`config.mk`:
```
export PLATFORM = sky130hd
export DESIGN_NAME = cpu_register_file
export DESIGN_NICKNAME = d
export VERILOG_FILES = /design/src/hw/cpu_regs_pkg.sv /design/src/hw/cpu_register_file.sv
export SDC_FILE = /design/constraint.sdc
export NUM_CORES = 1
export LEC_CHECK = 0
export BUFFER_PORTS_ARGS = -buffer_cell sky130_fd_sc_hd__buf_2
export CAP_MARGIN = 30
export CORE_ASPECT_RATIO = 0.7
export CORE_MARGIN = 3
export CORE_UTILIZATION = 34
export DETAILED_ROUTE_END_ITERATION = 6
export PLACE_DENSITY = 0.59
export SLEW_MARGIN = 20
export SYNTH_ARGS = -nofsm -noshare
export SYNTH_HDL_FRONTEND = slang
export SYNTH_SLANG_ARGS = --single-unit
```
`constraint.sdc`:
```
create_clock -name sys_clk -period 11.05 [get_ports sys_clk]
set_input_delay 2.21 -clock sys_clk [delete_from_list [all_inputs] [get_ports sys_clk]]
set_output_delay 2.21 -clock sys_clk [all_outputs]
set_load 0.05 [all_outputs]
```
`src/hw/cpu_regs_pkg.sv`:
```
// Constants and carrier types for the processor register file
package cpu_regs_pkg;
  // Register offsets on the APB side
  localparam logic [7:0] OFS_PC = 8'h00;
  localparam logic [7:0] OFS_SP = 8'h04;
  localparam logic [7:0] OFS_BASE1 = 8'h08;
  localparam logic [7:0] OFS_BASE2 = 8'h0c;
  localparam logic [7:0] OFS_VEC = 8'h10;
  localparam logic [7:0] OFS_DYN = 8'h14;
  localparam logic [7:0] OFS_MODE = 8'h18;
  // Mode register field positions
  localparam int MB_ACC = 0;
  localparam int MB_GEN = 1;
  localparam int MB_IEN = 2;
  localparam int MB_IM = 3;
  // Reset values
  localparam logic [15:0] RST_PC = 16'h0000;
  localparam logic [7:0] RST_VEC = 8'h00;
  localparam logic [6:0] RST_DYN = 7'h00;
  localparam logic [1:0] RST_IM = 2'h0;
  // Stack moves one 16-bit word per push or pop
  localparam logic [15:0] STACK_STEP = 16'h0002;
  // Flag bit positions
  localparam int FL_C = 0;
  localparam int FL_N = 1;
  localparam int FL_Z = 6;
  localparam int FL_S = 7;
  // 8-bit register index: 0..5 general, 6 flags, 7 accumulator
  localparam logic [2:0] IDX_FLG = 3'h6;
  localparam logic [2:0] IDX_ACC = 3'h7;
  // Arithmetic unit operations
  typedef enum logic [3:0] {
    OP_ADD = 4'h0, OP_SUB = 4'h1, OP_AND = 4'h2, OP_OR = 4'h3,
    OP_XOR = 4'h4, OP_CMP = 4'h5, OP_INC = 4'h6, OP_DEC = 4'h7,
    OP_SHL = 4'h8, OP_SHR = 4'h9, OP_SRA = 4'ha, OP_ROL = 4'hb,
    OP_ROR = 4'hc, OP_SETB = 4'hd, OP_RESB = 4'he, OP_TSTB = 4'hf
  } alu_op_t;
  // Fetch sequence phases, Gray along idle-fetch-refresh
  typedef enum logic [1:0] {
    PH_IDLE = 2'b00, PH_FETCH = 2'b01, PH_REFRESH = 2'b11
  } phase_t;
  // Controls from the decoder, one cycle each
  typedef struct packed {
    logic fetch;
    logic jump;
    logic [15:0] jump_addr;
    logic wr_en;
    logic [2:0] wr_idx;
    logic wr_from_alu;
    logic [7:0] ext_data;
    logic [1:0] rd_pair;
    logic alu_go;
    alu_op_t alu_op;
    logic b_from_ext;
    logic [2:0] b_idx;
    logic [2:0] bit_idx;
    logic swap_acc;
    logic swap_gen;
    logic push;
    logic pop;
    logic idx_go;
    logic idx_sel;
    logic [7:0] disp;
    logic vec_go;
    logic [7:0] vec_low;
  } ctl_t;
endpackage : cpu_regs_pkg

```
`src/hw/cpu_register_file.sv`:
```
// Register file, refresh counter and arithmetic unit of the processor core
// Summary of operation
// - 207 bits of static programmer register storage
// - Two sets of six general registers, pairable
// - Program counter increments after driving address
// - Jump target loads counter, beats incrementer
// - Stack pointer tracks top of external stack
// - Index base plus signed displacement byte
// - Vector page gives high byte, peripheral low
// - Seven-bit refresh counter increments per fetch
// - Refresh address and strobe during decode
// - Software may write the refresh counter
// - Two accumulators each with own flags
// - One exchange swaps accumulator/flag pair
// - One exchange swaps whole general set
// - Arithmetic unit add through bit test
// - Operands and results share internal data bus
// - Fetched opcode latched into instruction register
// - Low seven address lines carry refresh address
// - Reset clears counter, page, refresh, enable, mode
`timescale 1ns/1ps
module cpu_register_file (
  // Clock and reset
  input wire logic sys_clk,
  input wire logic rst_n,
  // APB slave
  input wire logic psel,
  input wire logic penable,
  input wire logic pwrite,
  input wire logic [7:0] paddr,
  input wire logic [31:0] pwdata,
  output logic [31:0] prdata,
  output logic pready,
  output logic pslverr,
  // Decoder controls
  input wire cpu_regs_pkg::ctl_t ctl,
  // Core outputs
  output logic [15:0] addr_out,
  output logic memory_access_strobe,
  output logic dynamic_memory_strobe,
  output logic [7:0] instr_out,
  output logic [15:0] pair_data,
  output logic [15:0] eff_addr,
  output logic [7:0] alu_result,
  output logic [7:0] flags_out
);

  ////////////////////////////////////////////////////////////////////////////
  // State
  typedef struct packed {
    logic [15:0] program_counter;
    logic [15:0] stack_pointer;
    logic [1:0][15:0] index_base;                   // First and second index base
    logic [7:0] vector_page;
    logic [6:0] dynamic_memory_counter;
    logic [1:0][5:0][7:0] gen;                      // Two general sets of six
    logic [1:0][7:0] acc;                           // Two accumulators
    logic [1:0][7:0] flg;                           // Their flag registers
    logic acc_bank;                                 // Active accumulator pair
    logic gen_bank;                                 // Active general set
    logic interrupt_enable_latch;
    logic [1:0] im;                                 // Interrupt mode
    cpu_regs_pkg::phase_t ph;
    logic [15:0] addr;
    logic mem_stb;                                  // Memory access strobe
    logic dyn_stb;                                  // Refresh strobe
    logic [7:0] ir;
    logic [15:0] pair;
    logic [15:0] eff;
    logic [7:0] alu;
    logic [31:0] rdata;
    logic rdy;
    logic err;
    logic [7:0] flgo;                               // Copy of the active flags
  } state_t;

  state_t s_r;                                      // Registered state
  state_t s_nxt;                                    // Next state
  logic [8:0] sum;                                  // Result with carry in bit 8
  logic [7:0] opa;                                  // First operand
  logic [7:0] opb;                                  // Second operand
  logic [7:0] mask;                                 // Bit mask for bit ops
  logic [7:0] wdat;                                 // Byte write data
  logic hit;                                        // Address decodes
  logic [31:0] rd;                                  // Read mux

  // Byte read from the active bank
  function automatic logic [7:0] rd8(input state_t s, input logic [2:0] i);
    logic [7:0] v;
    v = 8'h00;
    if (i == cpu_regs_pkg::IDX_ACC) begin
      v = s.acc[s.acc_bank];
    end else if (i == cpu_regs_pkg::IDX_FLG) begin
      v = s.flg[s.acc_bank];
    end else begin
      v = s.gen[s.gen_bank][i];
    end
    return v;
  endfunction : rd8

  ////////////////////////////////////////////////////////////////////////////
  // Arithmetic unit
  always_comb begin
    opa = s_r.acc[s_r.acc_bank];
    opb = ctl.b_from_ext ? ctl.ext_data : rd8(s_r, ctl.b_idx);
    mask = 8'h01 << ctl.bit_idx;
    case (ctl.alu_op)
      cpu_regs_pkg::OP_ADD: sum = {1'b0, opa} + {1'b0, opb};
      cpu_regs_pkg::OP_SUB: sum = {1'b0, opa} - {1'b0, opb};
      cpu_regs_pkg::OP_CMP: sum = {1'b0, opa} - {1'b0, opb};
      cpu_regs_pkg::OP_AND: sum = {1'b0, opa & opb};
      cpu_regs_pkg::OP_OR: sum = {1'b0, opa | opb};
      cpu_regs_pkg::OP_XOR: sum = {1'b0, opa ^ opb};
      cpu_regs_pkg::OP_INC: sum = {1'b0, opa} + 9'h001;
      cpu_regs_pkg::OP_DEC: sum = {1'b0, opa} - 9'h001;
      cpu_regs_pkg::OP_SHL: sum = {opa, 1'b0};
      cpu_regs_pkg::OP_SHR: sum = {opa[0], 1'b0, opa[7:1]};
      cpu_regs_pkg::OP_SRA: sum = {opa[0], opa[7], opa[7:1]};
      cpu_regs_pkg::OP_ROL: sum = {opa[7], opa[6:0], opa[7]};
      cpu_regs_pkg::OP_ROR: sum = {opa[0], opa[0], opa[7:1]};
      cpu_regs_pkg::OP_SETB: sum = {1'b0, opa | mask};
      cpu_regs_pkg::OP_RESB: sum = {1'b0, opa & ~mask};
      cpu_regs_pkg::OP_TSTB: sum = {1'b0, opa & mask};
      default: sum = 9'h000;
    endcase
    wdat = ctl.wr_from_alu ? sum[7:0] : ctl.ext_data;
  end

  ////////////////////////////////////////////////////////////////////////////
  // APB read mux and decode
  always_comb begin
    hit = 1'b1;
    rd = 32'h0000_0000;
    case (paddr)
      cpu_regs_pkg::OFS_PC: rd = {16'h0000, s_r.program_counter};
      cpu_regs_pkg::OFS_SP: rd = {16'h0000, s_r.stack_pointer};
      cpu_regs_pkg::OFS_BASE1: rd = {16'h0000, s_r.index_base[0]};
      cpu_regs_pkg::OFS_BASE2: rd = {16'h0000, s_r.index_base[1]};
      cpu_regs_pkg::OFS_VEC: rd = {24'h00_0000, s_r.vector_page};
      cpu_regs_pkg::OFS_DYN: rd = {25'h000_0000, s_r.dynamic_memory_counter};
      cpu_regs_pkg::OFS_MODE: rd = {27'h000_0000, s_r.im, s_r.interrupt_enable_latch,
                                    s_r.gen_bank, s_r.acc_bank};
      default: hit = 1'b0;                          // Unmapped answers with error
    endcase
  end

  ////////////////////////////////////////////////////////////////////////////
  // Next state
  always_comb begin
    s_nxt = s_r;
    // APB: ready in the first access cycle, no wait states
    s_nxt.rdy = psel && !penable;
    s_nxt.err = psel && !penable && !hit;
    if (psel && !penable) begin
      s_nxt.rdata = rd;
    end
    if (psel && penable && pwrite && s_r.rdy && hit) begin
      case (paddr)
        cpu_regs_pkg::OFS_PC: s_nxt.program_counter = pwdata[15:0];
        cpu_regs_pkg::OFS_SP: s_nxt.stack_pointer = pwdata[15:0];
        cpu_regs_pkg::OFS_BASE1: s_nxt.index_base[0] = pwdata[15:0];
        cpu_regs_pkg::OFS_BASE2: s_nxt.index_base[1] = pwdata[15:0];
        cpu_regs_pkg::OFS_VEC: s_nxt.vector_page = pwdata[7:0];
        cpu_regs_pkg::OFS_DYN: s_nxt.dynamic_memory_counter = pwdata[6:0];
        cpu_regs_pkg::OFS_MODE: begin
          s_nxt.acc_bank = pwdata[cpu_regs_pkg::MB_ACC];
          s_nxt.gen_bank = pwdata[cpu_regs_pkg::MB_GEN];
          s_nxt.interrupt_enable_latch = pwdata[cpu_regs_pkg::MB_IEN];
          s_nxt.im = pwdata[cpu_regs_pkg::MB_IM +: 2];
        end
        default: s_nxt.im = s_r.im;
      endcase
    end
    // Pair read sees contents before this cycle's write
    case (ctl.rd_pair)
      2'h3: s_nxt.pair = {s_r.acc[s_r.acc_bank], s_r.flg[s_r.acc_bank]};
      default: s_nxt.pair = {s_r.gen[s_r.gen_bank][{ctl.rd_pair, 1'b0}],
                             s_r.gen[s_r.gen_bank][{ctl.rd_pair, 1'b1}]};
    endcase
    // Arithmetic result to accumulator (not for compare or bit test) and flags
    if (ctl.alu_go) begin
      s_nxt.alu = sum[7:0];
      if (ctl.alu_op != cpu_regs_pkg::OP_CMP && ctl.alu_op != cpu_regs_pkg::OP_TSTB) begin
        s_nxt.acc[s_r.acc_bank] = sum[7:0];
      end
      s_nxt.flg[s_r.acc_bank][cpu_regs_pkg::FL_Z] = (sum[7:0] == 8'h00);
      s_nxt.flg[s_r.acc_bank][cpu_regs_pkg::FL_S] = sum[7];
      s_nxt.flg[s_r.acc_bank][cpu_regs_pkg::FL_C] = sum[8];
      s_nxt.flg[s_r.acc_bank][cpu_regs_pkg::FL_N] = (ctl.alu_op == cpu_regs_pkg::OP_SUB) ||
          (ctl.alu_op == cpu_regs_pkg::OP_CMP) || (ctl.alu_op == cpu_regs_pkg::OP_DEC);
    end
    // Explicit byte write overrides the arithmetic write
    if (ctl.wr_en) begin
      if (ctl.wr_idx == cpu_regs_pkg::IDX_ACC) begin
        s_nxt.acc[s_r.acc_bank] = wdat;
      end else if (ctl.wr_idx == cpu_regs_pkg::IDX_FLG) begin
        s_nxt.flg[s_r.acc_bank] = wdat;
      end else begin
        s_nxt.gen[s_r.gen_bank][ctl.wr_idx] = wdat;
      end
    end
    // Bank exchanges only flip the select, contents stay
    if (ctl.swap_acc) begin
      s_nxt.acc_bank = ~s_r.acc_bank;
    end
    if (ctl.swap_gen) begin
      s_nxt.gen_bank = ~s_r.gen_bank;
    end
    // Stack moves one word per push or pop
    if (ctl.push) begin
      s_nxt.stack_pointer = s_r.stack_pointer - cpu_regs_pkg::STACK_STEP;
    end else if (ctl.pop) begin
      s_nxt.stack_pointer = s_r.stack_pointer + cpu_regs_pkg::STACK_STEP;
    end
    // Indexed address from base and signed displacement
    if (ctl.idx_go) begin
      s_nxt.eff = s_r.index_base[ctl.idx_sel] + {{8{ctl.disp[7]}}, ctl.disp};
    end
    // Fetch sequence owns the address lines
    case (s_r.ph)
      cpu_regs_pkg::PH_IDLE: begin
        s_nxt.mem_stb = 1'b0;
        s_nxt.dyn_stb = 1'b0;
        if (ctl.fetch) begin
          s_nxt.addr = s_r.program_counter;
          s_nxt.mem_stb = 1'b1;
          s_nxt.program_counter = s_r.program_counter + 16'h0001;
          s_nxt.ph = cpu_regs_pkg::PH_FETCH;
        end else if (ctl.vec_go) begin
          s_nxt.addr = {s_r.vector_page, ctl.vec_low};
        end
      end
      cpu_regs_pkg::PH_FETCH: begin
        s_nxt.ir = ctl.ext_data;
        s_nxt.addr = {s_r.vector_page, 1'b0, s_r.dynamic_memory_counter};
        s_nxt.dyn_stb = 1'b1;
        s_nxt.mem_stb = 1'b1;
        s_nxt.dynamic_memory_counter = s_r.dynamic_memory_counter + 7'h01;
        s_nxt.ph = cpu_regs_pkg::PH_REFRESH;
      end
      cpu_regs_pkg::PH_REFRESH: begin
        s_nxt.mem_stb = 1'b0;
        s_nxt.dyn_stb = 1'b0;
        s_nxt.ph = cpu_regs_pkg::PH_IDLE;
      end
      default: s_nxt.ph = cpu_regs_pkg::PH_IDLE;
    endcase
    // Jump target beats the incrementer
    if (ctl.jump) begin
      s_nxt.program_counter = ctl.jump_addr;
    end
    // Active flags mirrored so the output leaves a flop
    s_nxt.flgo = s_nxt.flg[s_nxt.acc_bank];
  end

  ////////////////////////////////////////////////////////////////////////////
  // State register
  always_ff @(posedge sys_clk or negedge rst_n) begin
    if (!rst_n) begin
      s_r <= '0;
      s_r.program_counter <= cpu_regs_pkg::RST_PC;
      s_r.vector_page <= cpu_regs_pkg::RST_VEC;
      s_r.dynamic_memory_counter <= cpu_regs_pkg::RST_DYN;
      s_r.interrupt_enable_latch <= 1'b0;
      s_r.im <= cpu_regs_pkg::RST_IM;
      s_r.ph <= cpu_regs_pkg::PH_IDLE;
    end else begin
      s_r <= s_nxt;
    end
  end

  ////////////////////////////////////////////////////////////////////////////
  // Outputs straight from flops
  assign prdata = s_r.rdata;
  assign pready = s_r.rdy;
  assign pslverr = s_r.err;
  assign addr_out = s_r.addr;
  assign memory_access_strobe = s_r.mem_stb;
  assign dynamic_memory_strobe = s_r.dyn_stb;
  assign instr_out = s_r.ir;
  assign pair_data = s_r.pair;
  assign eff_addr = s_r.eff;
  assign alu_result = s_r.alu;
  assign flags_out = s_r.flgo;
endmodule : cpu_register_file

```
After elaboration in Yosys (flattened, before gate mapping)
Index checks and enable logic that the tools add are counted.
{"block": "totals", "out_inout_bits": 108, "regBits": 322, "in_bits": 113, "elab_cells": 216}
{"block": "classes", "muxes": 77, "n_bitwise": 11, "n_addsub": 9, "magnitude_cmp": 11, "n_eq_ne": 32, "n_reduce_logical": 37, "n_shift": 1}
{"operator": "$mux W16", "n": 18}
{"operator": "$mux W48", "n": 3}
{"operator": "$mux W8", "n": 17}
{"operator": "$pmux W9 S15", "n": 1}
{"operator": "$bwmux W16", "n": 7}
{"operator": "$pmux W16 S7", "n": 1}
{"operator": "$bwmux W96", "n": 1}
{"operator": "$mux W79", "n": 1}
{"operator": "$mux W32", "n": 2}
{"operator": "$demux W48 S1", "n": 1}
{"operator": "$demux W8 S1", "n": 5}
{"operator": "$bmux W8 S2", "n": 2}
{"operator": "$eq A4 B4 Y1 const B", "n": 8}
{"operator": "$pmux W16 S2", "n": 1}
{"operator": "$and A8 B8 Y8", "n": 3}
{"operator": "$bmux W8 S3", "n": 1}
{"operator": "$demux W8 S3", "n": 1}
{"operator": "$eq A8 B5 Y1 const B", "n": 3}
{"operator": "$mux W7", "n": 3}
{"operator": "$add A16 B1 Y16 const B", "n": 1}
{"operator": "$add A16 B16 Y16", "n": 1}
{"operator": "$add A16 B2 Y16 const B", "n": 1}
{"operator": "$eq A4 B3 Y1 const B", "n": 4}
{"operator": "$eq A8 B4 Y1 const B", "n": 2}
{"operator": "other kinds (43)", "n": 90}

Depth between registers and ports, before layout
{"block": "logic_depth", "depth_word": 21, "ltp_mapped": 23, "ltp_nobuf": 20}

Worst setup path before layout
No wires, ideal clock.
{"block": "synth_path", "path_type": "input to register", "start": "in ctl[26] (netlist bit)", "end": "reg s_r, in the netlist flags_out[6]", "path_buffers": 2, "path_slack_ns": 4.669, "path_stages": 21, "arrival_time_ns": 6.304, "setup_time_ns": 0.077, "required_ns": 10.973, "path_cell_list": "buf_2 > buf_2 > mux4_2 > nand3_1 > o2111ai_1 > and2_1 > inv_1 > ha_1 > inv_1 > or3_1 > xor2_1 > a222oi_1 > ha_1 > nand2_1 > o21ai_0 > xnor2_1 > a32oi_1 > mux2i_1 > o31a_1 > mux2_2 > o21ai_1"}
{"element": "start, declared", "line_no": "cpu_register_file.sv:36", "source": "input wire cpu_regs_pkg::ctl_t ctl,"}
{"element": "end signal, assigned", "line_no": "cpu_register_file.sv:268", "source": "s_r <= s_nxt;"}
{"element": "end, declared", "line_no": "cpu_register_file.sv:77", "source": "state_t s_r;"}

==> impl_summary.md <==
Run status
The run finished with clean final reports.

STA
The number of max-slew violations in the final report was 0. The number of setup violations in the final report is 0. The setup TNS after final layout is 0 ps.

The final critical delay including setup and external delays is 7420 ps. After layout, the worst path uses between 60% and 70% of the clock period. The clock tree skew after final layout is 24.2 ps. Setup repair after global routing left no endpoint under its margin. Based on the critical path, the design can be clocked at up to roughly 130 MHz. The count of endpoints failing hold in the final timing report was 0. At the pin with the least slew margin, the transition time is roughly 990 ps. In this run the tightest slew margin relative to its limit is 34.3%.

Routing
The initial DRC count is roughly 1,700. The iteration count of the initial detailed-routing pass is 6. The average wire per cell in the routed design is 22.6 um. In the routed design, unresolved DRC markers number 0.

The final wirelength is 64.6 mm. After detailed routing, the number of vias per cell comes to ~5.7. The via total after detailed routing is 16,400. The number of nets with antenna violations after routing is 0.

Global route
The number of antenna violations at the first check in global routing is 4. Entering global routing, the biggest net connects 92 pins. The number of global-route vias before repair came to 15,600. The wire length of the first global-routing pass is ~98 mm.

The sum of overflow across all layers after global routing is 0. Global routing used 21.1% of the available tracks.

Worst setup path
The critical path goes through buf_2, nor2b_1, a32o_1, nor3_1, o21ai_0, nand2_1, ha_1, inv_1, or3_1, xor2_1, a222oi_1, ha_1, nand2_1, o21ai_0, xnor2_1, a32oi_1, mux2i_1, buf_4, o31a_1, mux2_2, o21ai_1. The critical path's largest stage delay is ~640 ps. The kind of cell adding the most delay to the critical path is compound AO/OA/AOI/OAI gates. The buffers plus inverters on the worst setup path is 3. The kind of critical path is in2reg.

STA classifies the critical path endpoint as a flop. The element type at the critical path start is an input port. The maximum fanout count along the critical path is 29. The data arrival time at the worst-slack endpoint is 7900 ps. The highest-delay cell along the critical path is buf_2.

The required arrival time at the worst endpoint is ~12,000 ps.

Clock tree
Clock tree synthesis selected as its root buffer the cell clkbuf_16. The cts-stage hold buffer count is 0. The clock tree synthesis step divided the H-tree into 2 levels. The post-cts gate resize count is 0. The total CTS buffers is 36. Counting along the longest clock path gives a buffer depth of 3. TritonCTS built the clock tree. The clock-pin slew on the worst setup and hold paths is 60 ps. The later pin in the worst-skew pair is clocked with a latency of 560 ps. Clock tree synthesis found a total of 306 sinks.

The count of buffers added by post-CTS timing repair for setup is 0.

Floorplan
Pin placement for this block handled approximately 220 I/O pins. The area of the die is 60,200 um^2. After floorplanning, the core was divided into 72 placement rows.

The floorplan die width is 292 um. The initial utilization of the core area, before any placement, comes to 34.8%. The overall die height is roughly 210 um. The area of the core is around 56,000 um^2.

Synth
The simple-gate share of the synthesized area is 14.8%. A synthesized cell averages 9.50 um^2. The post-synthesis share of cell area spent on xor and xnor gates is 2.02%.

The gate count of the mapped netlist is 2,050. The synthesized netlist devotes between 10% and 20% of its cell area to compound gates. The number of synthesized flops with an enable pin is 0.

Counting flops with an async set or reset pin after synthesis yields a share of 100%. The multiplexer share of the synthesized area is 17.0%. The main flop type after synthesis is dfrtp_1. The adder and majority cell fraction of the synthesized area is 2.06%.

The synthesized flop and latch total is 306. The main combinational cell family by area after synthesis is compound AO/OA/AOI/OAI gates. Counting distinct cell types in the post-synthesis netlist gives 97.

The mapped netlist covers ~19,000 um^2. During synthesis, Yosys emitted a total of 0 warnings. Sequential cells were found to cover 39.3% of the synthesized design area.

Hold path
The worst min-delay path class is reg2reg.

Finish
The top cell types in the final layout, fill and taps aside, are 304 x dfrtp_1, 242 x nand2_1, 187 x buf_2. The leading cell type in the layout, fill and taps excluded is dfrtp_1. The fill cell instance count of the final layout is 5,550. The number of nets in the layout is 2,231. From synthesis to final layout, the design area changed by 10.6%.

The core utilization of the finished layout is between 30% and 40%. The post-route netlist has 23.3% of its cells at a drive strength greater than 1.

Pwr
In this run the power density over the cells is ~230 nW/um^2. In this run the static leakage power is between 9 and 10 nW. Combinational cells account for 40.0% of the total power. The switching power summed over all nets is ~0.0021 W.

The internal power is approximately 0.0028 W. The relative contribution of sequential cells to total power is 35.4%. The clock power share is approximately a quarter. The maximum ir drop on the vdd rail is 0.153 mV.

Net switching is about 42% of the power.

Place
The placed wire-length estimate is 47.6 mm. Buffers placed on the I/O ports in this run total 188. At the end of routability-driven placement, the weighted congestion stood at 0.909.

Job
The count of max-cap constraint violations is 0.
==> synthesized netlist by cell type (all sizes together) (16+ instances only) <==
cell / n / area (um^2)
o221ai: 17 / 149
mux2i: 91 / 923
mux4: 40 / 901
nand3: 49 / 245
nor2b: 16 / 100
mux2: 132 / 1490
buf: 143 / 982
nor2: 168 / 636
xnor2: 29 / 254
a21o: 22 / 166
o21ai: 175 / 876
and3: 19 / 124
inv: 41 / 154
or3: 16 / 100
clkbuf: 86 / 324
xor2: 16 / 140
nand2: 243 / 915
ha: 28 / 350
o22ai: 24 / 156
dfrtp: 306 / 7660
a21oi: 115 / 594
nor3: 33 / 170
==> per-stage QoR <==
| stage | hold slack [ps] | total power (W) | cell area (um^2) | instances | worst slack (ps) |
|---|---|---|---|---|---|
| after floorplan | 447 | 0.00319 | 19500 | 2065 | 4670 |
| after detailed placement | 463 | 0.00368 | 20300 | 2784 | 3210 |
| final | 475 | 0.00490 | 21500 | 2857 | 3630 |
| after CTS | 478 | 0.00491 | 21500 | 2848 | 3810 |
| after global placement | 460 | 0.00362 | 20200 | 2781 | 3250 |
| after global routing | 499 | 0.00517 | 21500 | 2854 | 3180 |
==> worst min-delay path, stage by stage (launching register included) <==
cell     delay [ps]
dfrtp_1         340
nand2_1          50
nand2_1          50
==> state kept, by name, summed over array words and instances, names as in the netlist, 8 cells and up <==
| register | cells |
|---|---|
| s_r | 214 |
| addr_out | 16 |
| eff_addr | 16 |
| pair_data | 16 |
| prdata | 16 |
| alu_result | 8 |
| flags_out | 8 |
| instr_out | 8 |
==> metal layers <==
layer | global-route usage (%) | share of wire (%) | vias up
li1 | - | - | 7415
met2 | 28.8 | 40 | 740
met5 | 0 | 0.034 | -
met1 | 32.6 | 48 | 8151
met3 | 5.42 | 10 | 99
met4 | 5.25 | 1.9 | 4
==> layout make-up <==
type	instances	area, um^2	share of cell area [%]
clock buffers	49	1020	4.74
diodes	3	7.51	0.0349
repair buffers	214	1190	5.54
clock inverters	15	149	0.691
flip-flops and latches	306	7660	35.6
inverters	44	165	0.767
multi-input cells	1486	10400	48.3
well taps	740	926	4.30
==> power groups by stage <==
stage | Combinational (W) | Clock [W] | Sequential [W]
4_1_cts | 0.00194 | 0.00124 | 0.00173
2_1_floorplan | 0.00156 | 0 | 0.00163
5_1_grt | 0.00211 | 0.00128 | 0.00178
3_3_place_gp | 0.00190 | 0 | 0.00172
3_5_place_dp | 0.00193 | 0 | 0.00174
6_report | 0.00196 | 0.00120 | 0.00174
==> final timing paths <==
kind / cells after the start / end / from / slack, ps
worst max-delay path: 21 / flags_out[6] / ctl[26] / 3630
worst min-delay path: 2 / instr_out[1] / instr_out[1] / 470
worst max register to register: 21 / flags_out[6] / s_r[113] / 4570
worst min register to register: 2 / instr_out[1] / instr_out[1] / 470
max in group asynchronous: 2 / s_r[114] / rst_n / 7930
min in group asynchronous: 1 / addr_out[9] / rst_n / 1690
==> cells by family (layout without fill, tap and decap cells) <==
group / after synthesis / count (layout)
AND/OR/NAND/NOR: 621 / 621
AO/OA/AOI/OAI: 510 / 510
flip-flops: 306 / 306
buffers and inverters: 273 / 322
multiplexers: 263 / 263
XOR/XNOR: 45 / 45
adder cells (fa/ha/maj): 31 / 31
other: 1 / 19
Note: power is estimated with default switching activity, not from simulation.
